<file path="config.mk">
export PLATFORM = sky130hd
export DESIGN_NAME = ivp_vector_place
export DESIGN_NICKNAME = d
export VERILOG_FILES = /design/src/common/ivp_pkg.sv /design/src/hdl/ivp_vector_place.sv
export SDC_FILE = /design/constraint.sdc
export NUM_CORES = 1
export LEC_CHECK = 0
export BUFFER_PORTS_ARGS = -buffer_cell sky130_fd_sc_hd__buf_2
export CORE_MARGIN = 2
export CORE_UTILIZATION = 38
export CTS_BUF_LIST = sky130_fd_sc_hd__clkbuf_8 sky130_fd_sc_hd__clkbuf_16
export CTS_CLUSTER_SIZE = 12
export DETAILED_ROUTE_END_ITERATION = 6
export PLACE_DENSITY = 0.76
export SYNTH_ARGS = -nofsm -noshare
export SYNTH_HDL_FRONTEND = slang
export SYNTH_SLANG_ARGS = --single-unit
</file>
<file path="constraint.sdc">
create_clock -name clk_in -period 2.92 [get_ports clk_in]
set_clock_uncertainty 0.2 [all_clocks]
set_input_delay 0.73 -clock clk_in [delete_from_list [all_inputs] [get_ports clk_in]]
set_output_delay 0.73 -clock clk_in [all_outputs]
set_load 0.005 [all_outputs]
</file>
<file path="src/common/ivp_pkg.sv">
// package: constants for the interrupt vector placement block
package ivp_pkg;
  localparam int ADDR_W = 16;
  localparam logic [3:0] OFF_CONTROL = 4'h0;
  localparam logic [3:0] OFF_STATUS = 4'h4;
  localparam logic [3:0] OFF_FUSES = 4'h8;
  localparam logic [3:0] OFF_VECTOR = 4'hC;
  localparam int BIT_CHANGE_EN = 0;
  localparam int BIT_TABLE_SEL = 1;
  localparam logic [7:0] CONTROL_RESET = 8'h00;
  localparam logic [7:0] CONTROL_WMASK = 8'h91;
  localparam logic [15:0] RESET_VECTOR = 16'h0000;
  localparam logic [15:0] TABLE_FIRST = 16'h0002;
  localparam logic [15:0] SLOT_WORDS = 16'h0002;
  localparam int CHANGE_WINDOW = 4;
  localparam logic [2:0] CHANGE_CYCLES = 3'(CHANGE_WINDOW);
  localparam int VEC_COUNT = 29;
  localparam logic [4:0] VEC_ANALOG_CMP = 5'h1B;
  localparam logic [4:0] VEC_NVDATA_READY = 5'h1C;
  localparam logic [4:0] VEC_PROG_STORE_READY = 5'h1D;
  localparam logic [1:0] RESP_OKAY = 2'h0;
  localparam logic [1:0] RESP_SLVERR = 2'h2;
endpackage

</file>
<file path="src/hdl/ivp_vector_place.sv">
// interrupt vector placement with timed vector table select change
`timescale 1ns/1ps
module ivp_vector_place
  import ivp_pkg::*;
#(
  parameter logic [ADDR_W-1:0] BOOT_START_0 = 16'h1C00,
  parameter logic [ADDR_W-1:0] BOOT_START_1 = 16'h1E00,
  parameter logic [ADDR_W-1:0] BOOT_START_2 = 16'h1F00,
  parameter logic [ADDR_W-1:0] BOOT_START_3 = 16'h1F80
) (
  // clock and reset
  input wire logic clk_in,
  input wire logic sys_rst_in,
  // axi4-lite write address and data
  input wire logic [3:0] s_axi_awaddr_in,
  input wire logic s_axi_awvalid_in,
  output logic s_axi_awready_out,
  input wire logic [31:0] s_axi_wdata_in,
  input wire logic [3:0] s_axi_wstrb_in,
  input wire logic s_axi_wvalid_in,
  output logic s_axi_wready_out,
  // axi4-lite write response
  output logic [1:0] s_axi_bresp_out,
  output logic s_axi_bvalid_out,
  input wire logic s_axi_bready_in,
  // axi4-lite read
  input wire logic [3:0] s_axi_araddr_in,
  input wire logic s_axi_arvalid_in,
  output logic s_axi_arready_out,
  output logic [31:0] s_axi_rdata_out,
  output logic [1:0] s_axi_rresp_out,
  output logic s_axi_rvalid_out,
  input wire logic s_axi_rready_in,
  // fuses and lock bits, static levels
  input wire logic boot_reset_fuse_in,
  input wire logic [1:0] boot_size_fuse_in,
  input wire logic app_interrupt_lock_bit_in,
  input wire logic boot_interrupt_lock_bit_in,
  // core side
  input wire logic [ADDR_W-1:0] core_pc_in,
  input wire logic core_instr_done_in,
  input wire logic [4:0] core_vector_num_in,
  output logic [ADDR_W-1:0] reset_address_out,
  output logic [ADDR_W-1:0] vector_address_out,
  output logic irq_block_out
);

  typedef struct packed {
    logic [7:0] control;
    logic [2:0] change_count;
    logic post_select;
    logic aw_held;
    logic [3:0] aw_addr;
    logic w_held;
    logic [31:0] w_data;
    logic [3:0] w_strb;
    logic bvalid;
    logic [1:0] bresp;
    logic rvalid;
    logic [31:0] rdata;
    logic [1:0] rresp;
  } ivp_state_s;

  ivp_state_s cur;
  ivp_state_s next_cur;

  logic [ADDR_W-1:0] boot_start;
  logic [ADDR_W-1:0] table_base;
  logic table_sel;
  logic change_en;
  logic in_boot;
  logic seq_mask;
  logic lock_mask;
  logic wr_fire;
  logic [7:0] wr_byte;

  assign table_sel = cur.control[BIT_TABLE_SEL];
  assign change_en = cur.control[BIT_CHANGE_EN];

  // boot start picked by fuse
  always_comb begin
    case (boot_size_fuse_in)
      2'h0: boot_start = BOOT_START_0;
      2'h1: boot_start = BOOT_START_1;
      2'h2: boot_start = BOOT_START_2;
      default: boot_start = BOOT_START_3;
    endcase
  end

  assign reset_address_out = boot_reset_fuse_in ? RESET_VECTOR : boot_start;
  assign table_base = table_sel ? boot_start : RESET_VECTOR;
  // fixed two-word slots; vector 1 lands on base, 27..29 follow at 0x34..0x38
  assign vector_address_out = table_base + 16'(SLOT_WORDS * 16'(core_vector_num_in - 5'h01));

  assign in_boot = (core_pc_in >= boot_start);
  assign lock_mask = (table_sel && app_interrupt_lock_bit_in && !in_boot)
    || (!table_sel && boot_interrupt_lock_bit_in && in_boot);
  // only a block line to the core: the global enable flag stays untouched
  assign seq_mask = change_en || cur.post_select;
  assign irq_block_out = seq_mask || lock_mask;

  assign s_axi_awready_out = !cur.aw_held;
  assign s_axi_wready_out = !cur.w_held;
  assign s_axi_arready_out = !cur.rvalid;
  assign s_axi_bvalid_out = cur.bvalid;
  assign s_axi_bresp_out = cur.bresp;
  assign s_axi_rvalid_out = cur.rvalid;
  assign s_axi_rdata_out = cur.rdata;
  assign s_axi_rresp_out = cur.rresp;

  assign wr_fire = cur.aw_held && cur.w_held && !cur.bvalid;
  assign wr_byte = cur.w_data[7:0];

  always_comb begin
    next_cur = cur;
    if (s_axi_awvalid_in && !cur.aw_held) begin
      next_cur.aw_held = 1'b1;
      next_cur.aw_addr = s_axi_awaddr_in;
    end
    if (s_axi_wvalid_in && !cur.w_held) begin
      next_cur.w_held = 1'b1;
      next_cur.w_data = s_axi_wdata_in;
      next_cur.w_strb = s_axi_wstrb_in;
    end
    if (cur.bvalid && s_axi_bready_in) begin
      next_cur.bvalid = 1'b0;
    end
    // change window timer
    if (change_en) begin
      if (cur.change_count <= 3'h1) begin
        next_cur.control[BIT_CHANGE_EN] = 1'b0;
        next_cur.change_count = 3'h0;
      end else begin
        next_cur.change_count = cur.change_count - 3'h1;
      end
    end
    // mask holds until the core retires the instruction after the select write
    if (cur.post_select && core_instr_done_in) begin
      next_cur.post_select = 1'b0;
    end
    if (wr_fire) begin
      next_cur.aw_held = 1'b0;
      next_cur.w_held = 1'b0;
      next_cur.bvalid = 1'b1;
      next_cur.bresp = RESP_OKAY;
      if (cur.aw_addr == OFF_CONTROL) begin
        if (cur.w_strb[0]) begin
          // keep other bits; select only moves inside the window
          next_cur.control = (cur.control & ~CONTROL_WMASK) | (wr_byte & CONTROL_WMASK);
          next_cur.control[BIT_TABLE_SEL] = table_sel;
          if (change_en && !wr_byte[BIT_CHANGE_EN]) begin
            next_cur.control[BIT_TABLE_SEL] = wr_byte[BIT_TABLE_SEL];
            next_cur.control[BIT_CHANGE_EN] = 1'b0;
            next_cur.change_count = 3'h0;
            next_cur.post_select = 1'b1;
          end else if (wr_byte[BIT_CHANGE_EN]) begin
            next_cur.control[BIT_CHANGE_EN] = 1'b1;
            next_cur.change_count = CHANGE_CYCLES;
          end else begin
            next_cur.control[BIT_CHANGE_EN] = change_en;
          end
        end
      end else if (cur.aw_addr == OFF_STATUS || cur.aw_addr == OFF_FUSES
                   || cur.aw_addr == OFF_VECTOR) begin
        next_cur.bresp = RESP_OKAY;
      end else begin
        next_cur.bresp = RESP_SLVERR;
      end
    end
    if (cur.rvalid && s_axi_rready_in) begin
      next_cur.rvalid = 1'b0;
    end
    if (s_axi_arvalid_in && !cur.rvalid) begin
      next_cur.rvalid = 1'b1;
      next_cur.rresp = RESP_OKAY;
      next_cur.rdata = 32'h0000_0000;
      if (s_axi_araddr_in == OFF_CONTROL) begin
        next_cur.rdata = {24'h00_0000, cur.control};
      end else if (s_axi_araddr_in == OFF_STATUS) begin
        next_cur.rdata = {28'h000_0000, lock_mask, seq_mask, cur.change_count > 3'h0,
                          cur.post_select};
      end else if (s_axi_araddr_in == OFF_FUSES) begin
        next_cur.rdata = {boot_start, 11'h000, boot_interrupt_lock_bit_in,
                          app_interrupt_lock_bit_in, boot_size_fuse_in, boot_reset_fuse_in};
      end else if (s_axi_araddr_in == OFF_VECTOR) begin
        next_cur.rdata = {table_base, reset_address_out};
      end else begin
        next_cur.rresp = RESP_SLVERR;
      end
    end
  end

  always_ff @(posedge clk_in or posedge sys_rst_in) begin
    if (sys_rst_in) begin
      cur <= '0;
      cur.control <= CONTROL_RESET;
    end else begin
      cur <= next_cur;
    end
  end
endmodule

</file>
==> results of run 1 <==
[logic make-up (layout without fill, tap and decap cells)]
logic type,after synthesis,count (layout),share of synthesized area (%)
AOI/OAI and AO/OA,37,37,9.547
adders and majority gates,12,12,6.874
muxes,15,15,7.147
other,1,28,0.1635
DFF,36,36,39.28
xor gates and xnor gates,5,5,1.910
buffers and inverters,81,153,22.10
and+or+nand+nor,62,62,12.98
[registers in the layout, summed over array words and instances, names as in the netlist]
| signal | cells |
|---|---|
| change_en | 1 |
| cur | 18 |
| s_axi_bresp_out | 1 |
| s_axi_bvalid_out | 1 |
| s_axi_rdata_out | 13 |
| s_axi_rresp_out | 1 |
| s_axi_rvalid_out | 1 |
[worst max-delay path: stages]
cell     delay (ns)
buf_8          0.10
nand2_4        0.07
inv_4          0.03
ha_4           0.23
or4b_4         0.44
o21ai_2        0.14
a21oi_2        0.09
mux2i_2        0.17
or3_4          0.35
buf_6          0.13
[per-layer routing]
metal  part of all wire [%]  vias up  track usage (%)
li1                       -      940                -
met4                    1.2        0            4.333
met3                    6.2        8            4.725
met2                     51       60            28.36
met5                      0        -                0
met1                     41      920            19.06
[Yosys cell counts (2+ instances only)]
library cell  instances  area, µm²
xor2_1                2      17.52
a21oi_1               7      35.03
buf_4                54      405.4
a22o_1                3      26.28
o31ai_1               2      15.01
xnor2_1               3      26.28
clkbuf_1              3      11.26
nor3_1                5      25.02
o21ai_1               2      10.01
nand4_1               2      12.51
ha_1                 11      137.6
or4b_1                2      20.02
o21ai_0              16      80.08
mux2_2               10      112.6
dfrtp_1              36      900.9
nor4_1                2      12.51
nor2b_1               2      12.51
nand3b_1              2      15.01
nand3_1               3      15.01
mux2i_1               4      40.04
o21a_1                2      15.01
inv_1                24      90.09
o22ai_1               2      12.51
nor2_1               10      37.54
nand2_1              28      105.1
or3_1                 2      12.51
[worst max-delay path by stage]
stage          cells past startpoint             to  slack (ns)
2_1_floorplan                      8  irq_block_out       -0.17
3_3_place_gp                      10  irq_block_out       -0.53
3_5_place_dp                      10  irq_block_out       -0.53
4_1_cts                           10  irq_block_out       -0.52
5_1_grt                           10  irq_block_out       -0.53
6_report                          10  irq_block_out       -0.49
[stage by stage]
| stage | setup TNS, ns | worst slack, ns | hold WS [ns] |
|---|---|---|---|
| global route | -0.7637 | -0.5282 | 0.3036 |
| detailed placement | -0.9019 | -0.5301 | 0.2661 |
| finish | -0.5710 | -0.4936 | 0.2804 |
| floorplan | -0.1725 | -0.1725 | 0.2460 |
| global placement | -0.8105 | -0.5327 | 0.2580 |
| CTS | -1.032 | -0.5194 | 0.2829 |
[cell type report]
cell class	instances	area [µm²]	share of cell area [%]
Multi-Input combinational cell	159	1097	36.51
Sequential cell	36	900.9	29.98
Timing Repair Buffer	121	720.7	23.98
Inverter	24	95.09	3.164
Tap cell	75	93.84	3.122
Clock buffer	6	82.58	2.748
Clock inverter	2	15.01	0.4996
[report_power, final]
| part | switching [mW] | leakage (nW) | internal, mW |
|---|---|---|---|
| registers | 0.0871 | 0.463 | 0.626 |
| logic | 0.202 | 1.13 | 0.230 |
| clock network | 0.182 | 0.0434 | 0.191 |
| total | 0.471 | 1.64 | 1.05 |
[repair_timing]
action                                  in CTS  in global routing
endpoints found under the setup margin       4                  5
pin swaps                                   12                 12
setup buffers                               14                  2
gates resized for setup                     20                 14
hold endpoints to repair                     0                  0
gates cloned                                 0                  0
==> metrics.md, run 1 <==
| Metric | Value |
|---|---|
| Status | `finished with violations` |
| Failing checks | `negative setup slack` |
| Post-synth EDFFs | `0` |
| Initial DRC count | `64` |
| WP data required | `between 1.5 and 2 ns` |
| Yosys warning total | `0` |
| Fmax achieved | `0.2929 GHz` |
| Hold buffer count at CTS | `0` |
| Area grow syn2layout | `31.04%` |
| Dpl hpwl | `around 4000 µm` |
| Starting Density | `38.97%` |
| Vert. Die Dim | `between 80 and 90 µm` |
| Data arrival, critical path | `approximately 2.5 ns` |
| Finished Core Util | `~51%` |
| Core outline area | `5886 µm²` |
| Final non-filler cell total | `423` |
| PwrDens | `between 500 and 600 nW/µm²` |
| Worst Hold Launch | `s_axi_rdata_out[8]$_DFFE_PP0P_` |
| CP Launch Point | `boot_size_fuse_in[1]` |
| Clk slew on worst S/H paths | `0.07 ns` |
| Ant diodes | `0` |
| Gpl congestion | `between 0.7 and 0.8` |
| Max cap viols | `0` |
| Fillcell total | `560` |
| Initial antenna violation count | `0` |
| Layout cells sized above 1 | `a little under half` |
| Die area | `6672 µm²` |
| Cells after DPL | `405` |
| Final ANT Viol Nets | `0` |
| # rows | `28` |
| Worst Setup Path Type | `in -> out` |
| Depth of the worst hold-timing path | `2` |
| Final Hold Viols | `0` |
| Hold Crit Class | `reg -> reg` |
| First-pass GRT wire length | `8176 µm` |
| Clock Sinks | `36` |
| Max-slew violation count | `0` |
| # IOs | `between 150 and 200` |
| Commonest non-fill, non-tap cells in the layout | `87 x buf_2, 36 x dfrtp_1, 28 x conb_1, 28 x buf_4, 26 x nand2_1` |
| Synth Instances | `249` |
| GR Util All Layers | `~16%` |
| Yosys cell types | `36` |
| Largest net degree at the start of global routing | `37` |
| Sequential fraction of the synthesis area | `39.28%` |
| Number of CTS-inserted buffers | `5` |
| Worst setup EP type | `output port` |
| Most common cell after layout, fill and taps aside | `buf_2` |
| Total gr overflow | `0` |
| CTS Root Cell | `clkbuf_8` |
| Post-route DRC | `0` |
| Max VDD drop | `0.3123 mV` |
| Layout net count | `437` |
| Post-Syn Area | `approximately 2300 µm²` |
| Mean Syn Cell Area | `9.211 µm²` |
| Ys flop type | `dfrtp_1` |
| CTS tree | `yes` |
| Power, Total | `1.518 mW` |
| Clock buffer depth | `2` |
| Reg2Reg Setup Slack | `0.90 ns` |
| Reg2reg start | `cur[75]$_DFFE_PP0P_` |
| RSZ-0062 raised after global routing | `true` |
| Startpoint types | `primary input` |
| Routed vias | `1,928` |
| Fin crit share | `116.9%` |
| Leakage | `1.637 nW` |
| Dpl cell area | `around 2700 µm²` |
| Width of the die | `81.69 µm` |
| Post-synthesis async set-or-reset flop share | `between 90% and 100%` |
| Crit-path max FO | `2` |
| Total wire length | `5307 µm` |
| Worst Reg-to-Reg Cells | `5` |
| RR Endpoint | `cur[85]$_DFFE_PP0P_` |
| Final setup viols | `3` |
| Vias in the first global route | `1,791` |
| Routed WL per cell | `~13 µm` |
| Routed vias/inst | `4.558` |
| PortBufs | `92` |
| Final instance area | `~3000 µm²` |
| Flops & latches, synth | `36` |
| H-tree Lvls | `2` |
| Post-route setup slack | `-0.4936 ns` |
| Min-Delay Endpoint | `s_axi_rdata_out[8]$_DFFE_PP0P_` |
| Final Critical Period | `between 3 and 4 ns` |
| DRT Pass-1 Iters | `4` |
| Clk Latency, worst-skew pair | `just under 0.3 ns` |
(Power assumes the default switching activity.)
==> run 2: changes to the inputs <==
ABC_AREA = 1   (was default)
CORE_UTILIZATION = 39   (was 38)
==> metrics.md, run 2 <==
| Metric | Value |
|---|---|
| RR Endpoint | `s_axi_rdata_out[3]$_DFFE_PP0P_` |
| Die area | `6874 µm²` |
| Initial DRC count | `between 80 and 90` |
| Layout cells sized above 1 | `39.66%` |
| H-tree Lvls | `2` |
| Post-synth top cells | `62 x nand2_1, 52 x buf_4, 43 x inv_1` |
| Width of the die | `around 83 µm` |
| Reg2reg start | `cur[85]$_DFFE_PP0P_` |
| Synth Area in XOR/XNOR | `1.803%` |
| Area grow syn2layout | `29.16%` |
| Fin crit share | `104.0%` |
| Final Hold Viols | `0` |
| PwrDens | `517.0 nW/µm²` |
| Clk Latency, worst-skew pair | `0.29 ns` |
| Clk slew on worst S/H paths | `about 0.070 ns` |
| Number of CTS-inserted buffers | `5` |
| Ant diodes | `0` |
| Total gr overflow | `0` |
| Routed WL per cell | `11.14 µm` |
| Initial antenna violation count | `0` |
| WP data required | `1.99 ns` |
| Synth Area in Compound Gates | `7.573%` |
| Yosys warning total | `0` |
| Crit-path max FO | `4` |
| Commonest non-fill, non-tap cells in the layout | `88 x buf_2, 59 x nand2_1, 39 x inv_1` |
| # rows | `28` |
| Post-route DRC | `0` |
| Final ANT Viol Nets | `0` |
| Most frequent cell after synthesis | `nand2_1` |
| Biggest register | `cur` |
| Max-slew violation count | `0` |
| Post-synthesis async set-or-reset flop share | `100.0%` |
| Final Critical Period | `3.037 ns` |
| PortBufs | `92` |
| Worst Setup Path Type | `in -> out` |
| Fmax achieved | `0.3293 GHz` |
| Post-route setup slack | `-0.1166 ns` |
| Data arrival, critical path | `2.11 ns` |
| Ys flop type | `dfrtp_1` |
| Layout net count | `approximately 500` |
| Pre-CTS setup slack | `-0.1835 ns` |
| Routed vias/inst | `4.362` |
| Hold Crit Class | `reg -> reg` |
| Main combinational cell family by area after synthesis | `buffers and inverters` |
| Gpl congestion | `0.7544` |
| Max VDD drop | `between 0.4 and 0.5 mV` |
| Vias in the first global route | `2,070` |
| Reg2Reg Setup Slack | `0.91 ns` |
| Max FFs per register | `18` |
| Mux share of post-synthesis cell area | `between 2 and 3%` |
| Core outline area | `5956 µm²` |
| Synth top area cells | `dfrtp_1 37%, buf_4 16%, nand2_1 9.6%, inv_1 6.6%, ha_1 5.7%` |
| Flops & latches, synth | `36` |
| DRT Pass-1 Iters | `5` |
| CP Launch Point | `core_vector_num_in[1]` |
| Post-synth top area cell | `dfrtp_1` |
| Leakage | `1.818 nW` |
| Post-Synth Simple-Gate Area | `between 20% and 30%` |
| Status | `finished with violations` |
| Clock Sinks | `36` |
| Most common cell after layout, fill and taps aside | `buf_2` |
| Max cap viols | `0` |
| Total wire length | `5359 µm` |
| Routed vias | `2,098` |
| CTS tree | `yes` |
| CTS Root Cell | `clkbuf_8` |
| Synth Instances | `306` |
| First-pass GRT wire length | `8845 µm` |
| Post-synth EDFFs | `0` |
| Post-Syn Area | `2429 µm²` |
| CP Capture Point | `vector_address_out[9]` |
| RSZ-0062 raised after global routing | `true` |
| Sequential fraction of the synthesis area | `between 30% and 40%` |
| GR Util All Layers | `15.41%` |
| Failing checks | `negative setup slack` |
| Yosys cell types | `30` |
| Dpl hpwl | `4042 µm` |
| Startpoint types | `primary input` |
| Power, Total | `1.622 mW` |
| Adder-cell share of the synthesized area | `around 6.5%` |
| Starting Density | `approximately 40%` |
| Final setup viols | `4` |
| Worst Reg-to-Reg Cells | `14` |
| Worst setup EP type | `output port` |
| Largest net degree at the start of global routing | `37` |
| Clock buffer depth | `2` |
| Mean Syn Cell Area | `7.937 µm²` |
| Top-area cell type share of the netlist area | `37.09%` |
| # IOs | `roughly 150` |
| Vert. Die Dim | `82.91 µm` |
run 2: cell count changes after synthesis, sizes merged, moves of 3 or more:
| cell | change |
|---|---|
| nand3 | +6 |
| nand2 | +38 |
| mux2i | -4 |
| nor2 | +22 |
| inv | +22 |
| o21ai | +3 |
| a22o | -3 |
| mux2 | -5 |
run 2: layer usage:
layer	vias up	routed length, µm	track usage [%]
li1	1071	-	-
met1	952	2127	17.92
met2	71	2842	28.23
met3	4	333	3.976
met4	0	55	3.577
met5	-	0	0
run 2: per-stage QoR:
stage	cell area [µm²]	setup TNS (ns)	util [%]	std cells	hold WS [ns]
2_1_floorplan	2541	0	-	333	0.2422
3_3_place_gp	2799	-0.3723	47.00	460	0.2616
3_5_place_dp	2799	-0.5885	47.00	460	0.2651
4_1_cts	3062	-0.2585	51.41	477	0.2814
5_1_grt	3137	-0.5334	52.67	481	0.3132
6_report	3137	-0.2589	52.67	481	0.2771
run 2: final cells by class:
cell class / instances / area, µm²
clock inverter: 3 / 42.54
timing repair buffer: 118 / 693.2
clock buffer: 5 / 68.82
fill: 602 / 2819
sequential: 36 / 900.9
inverter: 46 / 177.7
tap: 75 / 93.84
multi-input combinational: 198 / 1160
run 2: how the worst min path moves through the flow:
| stage | from | end | slack, ns | depth (start not counted) |
|---|---|---|---|---|
| after floorplan | cur[88]$_DFFE_PP0P_ | cur[88]$_DFFE_PP0P_ | 0.24 | 2 |
| after global placement | cur[46]$_DFFE_PP0P_ | cur[88]$_DFFE_PP0P_ | 0.26 | 2 |
| after detailed placement | s_axi_rdata_out[2]$_DFFE_PP0P_ | s_axi_rdata_out[2]$_DFFE_PP0P_ | 0.27 | 2 |
| after CTS | s_axi_rdata_out[2]$_DFFE_PP0P_ | s_axi_rdata_out[2]$_DFFE_PP0P_ | 0.28 | 2 |
| after global routing | cur[46]$_DFFE_PP0P_ | cur[88]$_DFFE_PP0P_ | 0.31 | 2 |
| final | s_axi_rdata_out[2]$_DFFE_PP0P_ | s_axi_rdata_out[2]$_DFFE_PP0P_ | 0.28 | 2 |
run 2: critical path: stages:
cell and delay (ns):
buf_6 0.10, nor2_4 0.09, nand2_2 0.07, nor3_4 0.19, ha_2 0.23, inv_2 0.04
fa_1 0.36, xnor2_1 0.15, buf_2 0.13
run 2: report_power, final:
| part | total [mW] | internal, mW | switching [mW] |
|---|---|---|---|
| sequential | 0.700 | 0.632 | 0.0687 |
| combinational | 0.492 | 0.224 | 0.268 |
| clock | 0.429 | 0.252 | 0.177 |
run 2: timing repair:
item,4_1_cts,5_1_grt
pin swaps,10,13
setup endpoints to repair,4,5
buffers inserted,9,4
hold buffers,0,0
gates resized for setup,22,9
run 2: kinds of logic after synthesis:
kind of cell | Yosys count
other | 1
XOR/XNOR | 5
AO/OA/AOI/OAI | 34
AND/OR/NAND/NOR | 113
adder cells (fa/ha/maj) | 12
buffers and inverters | 99
multiplexers | 6
flip-flops | 36
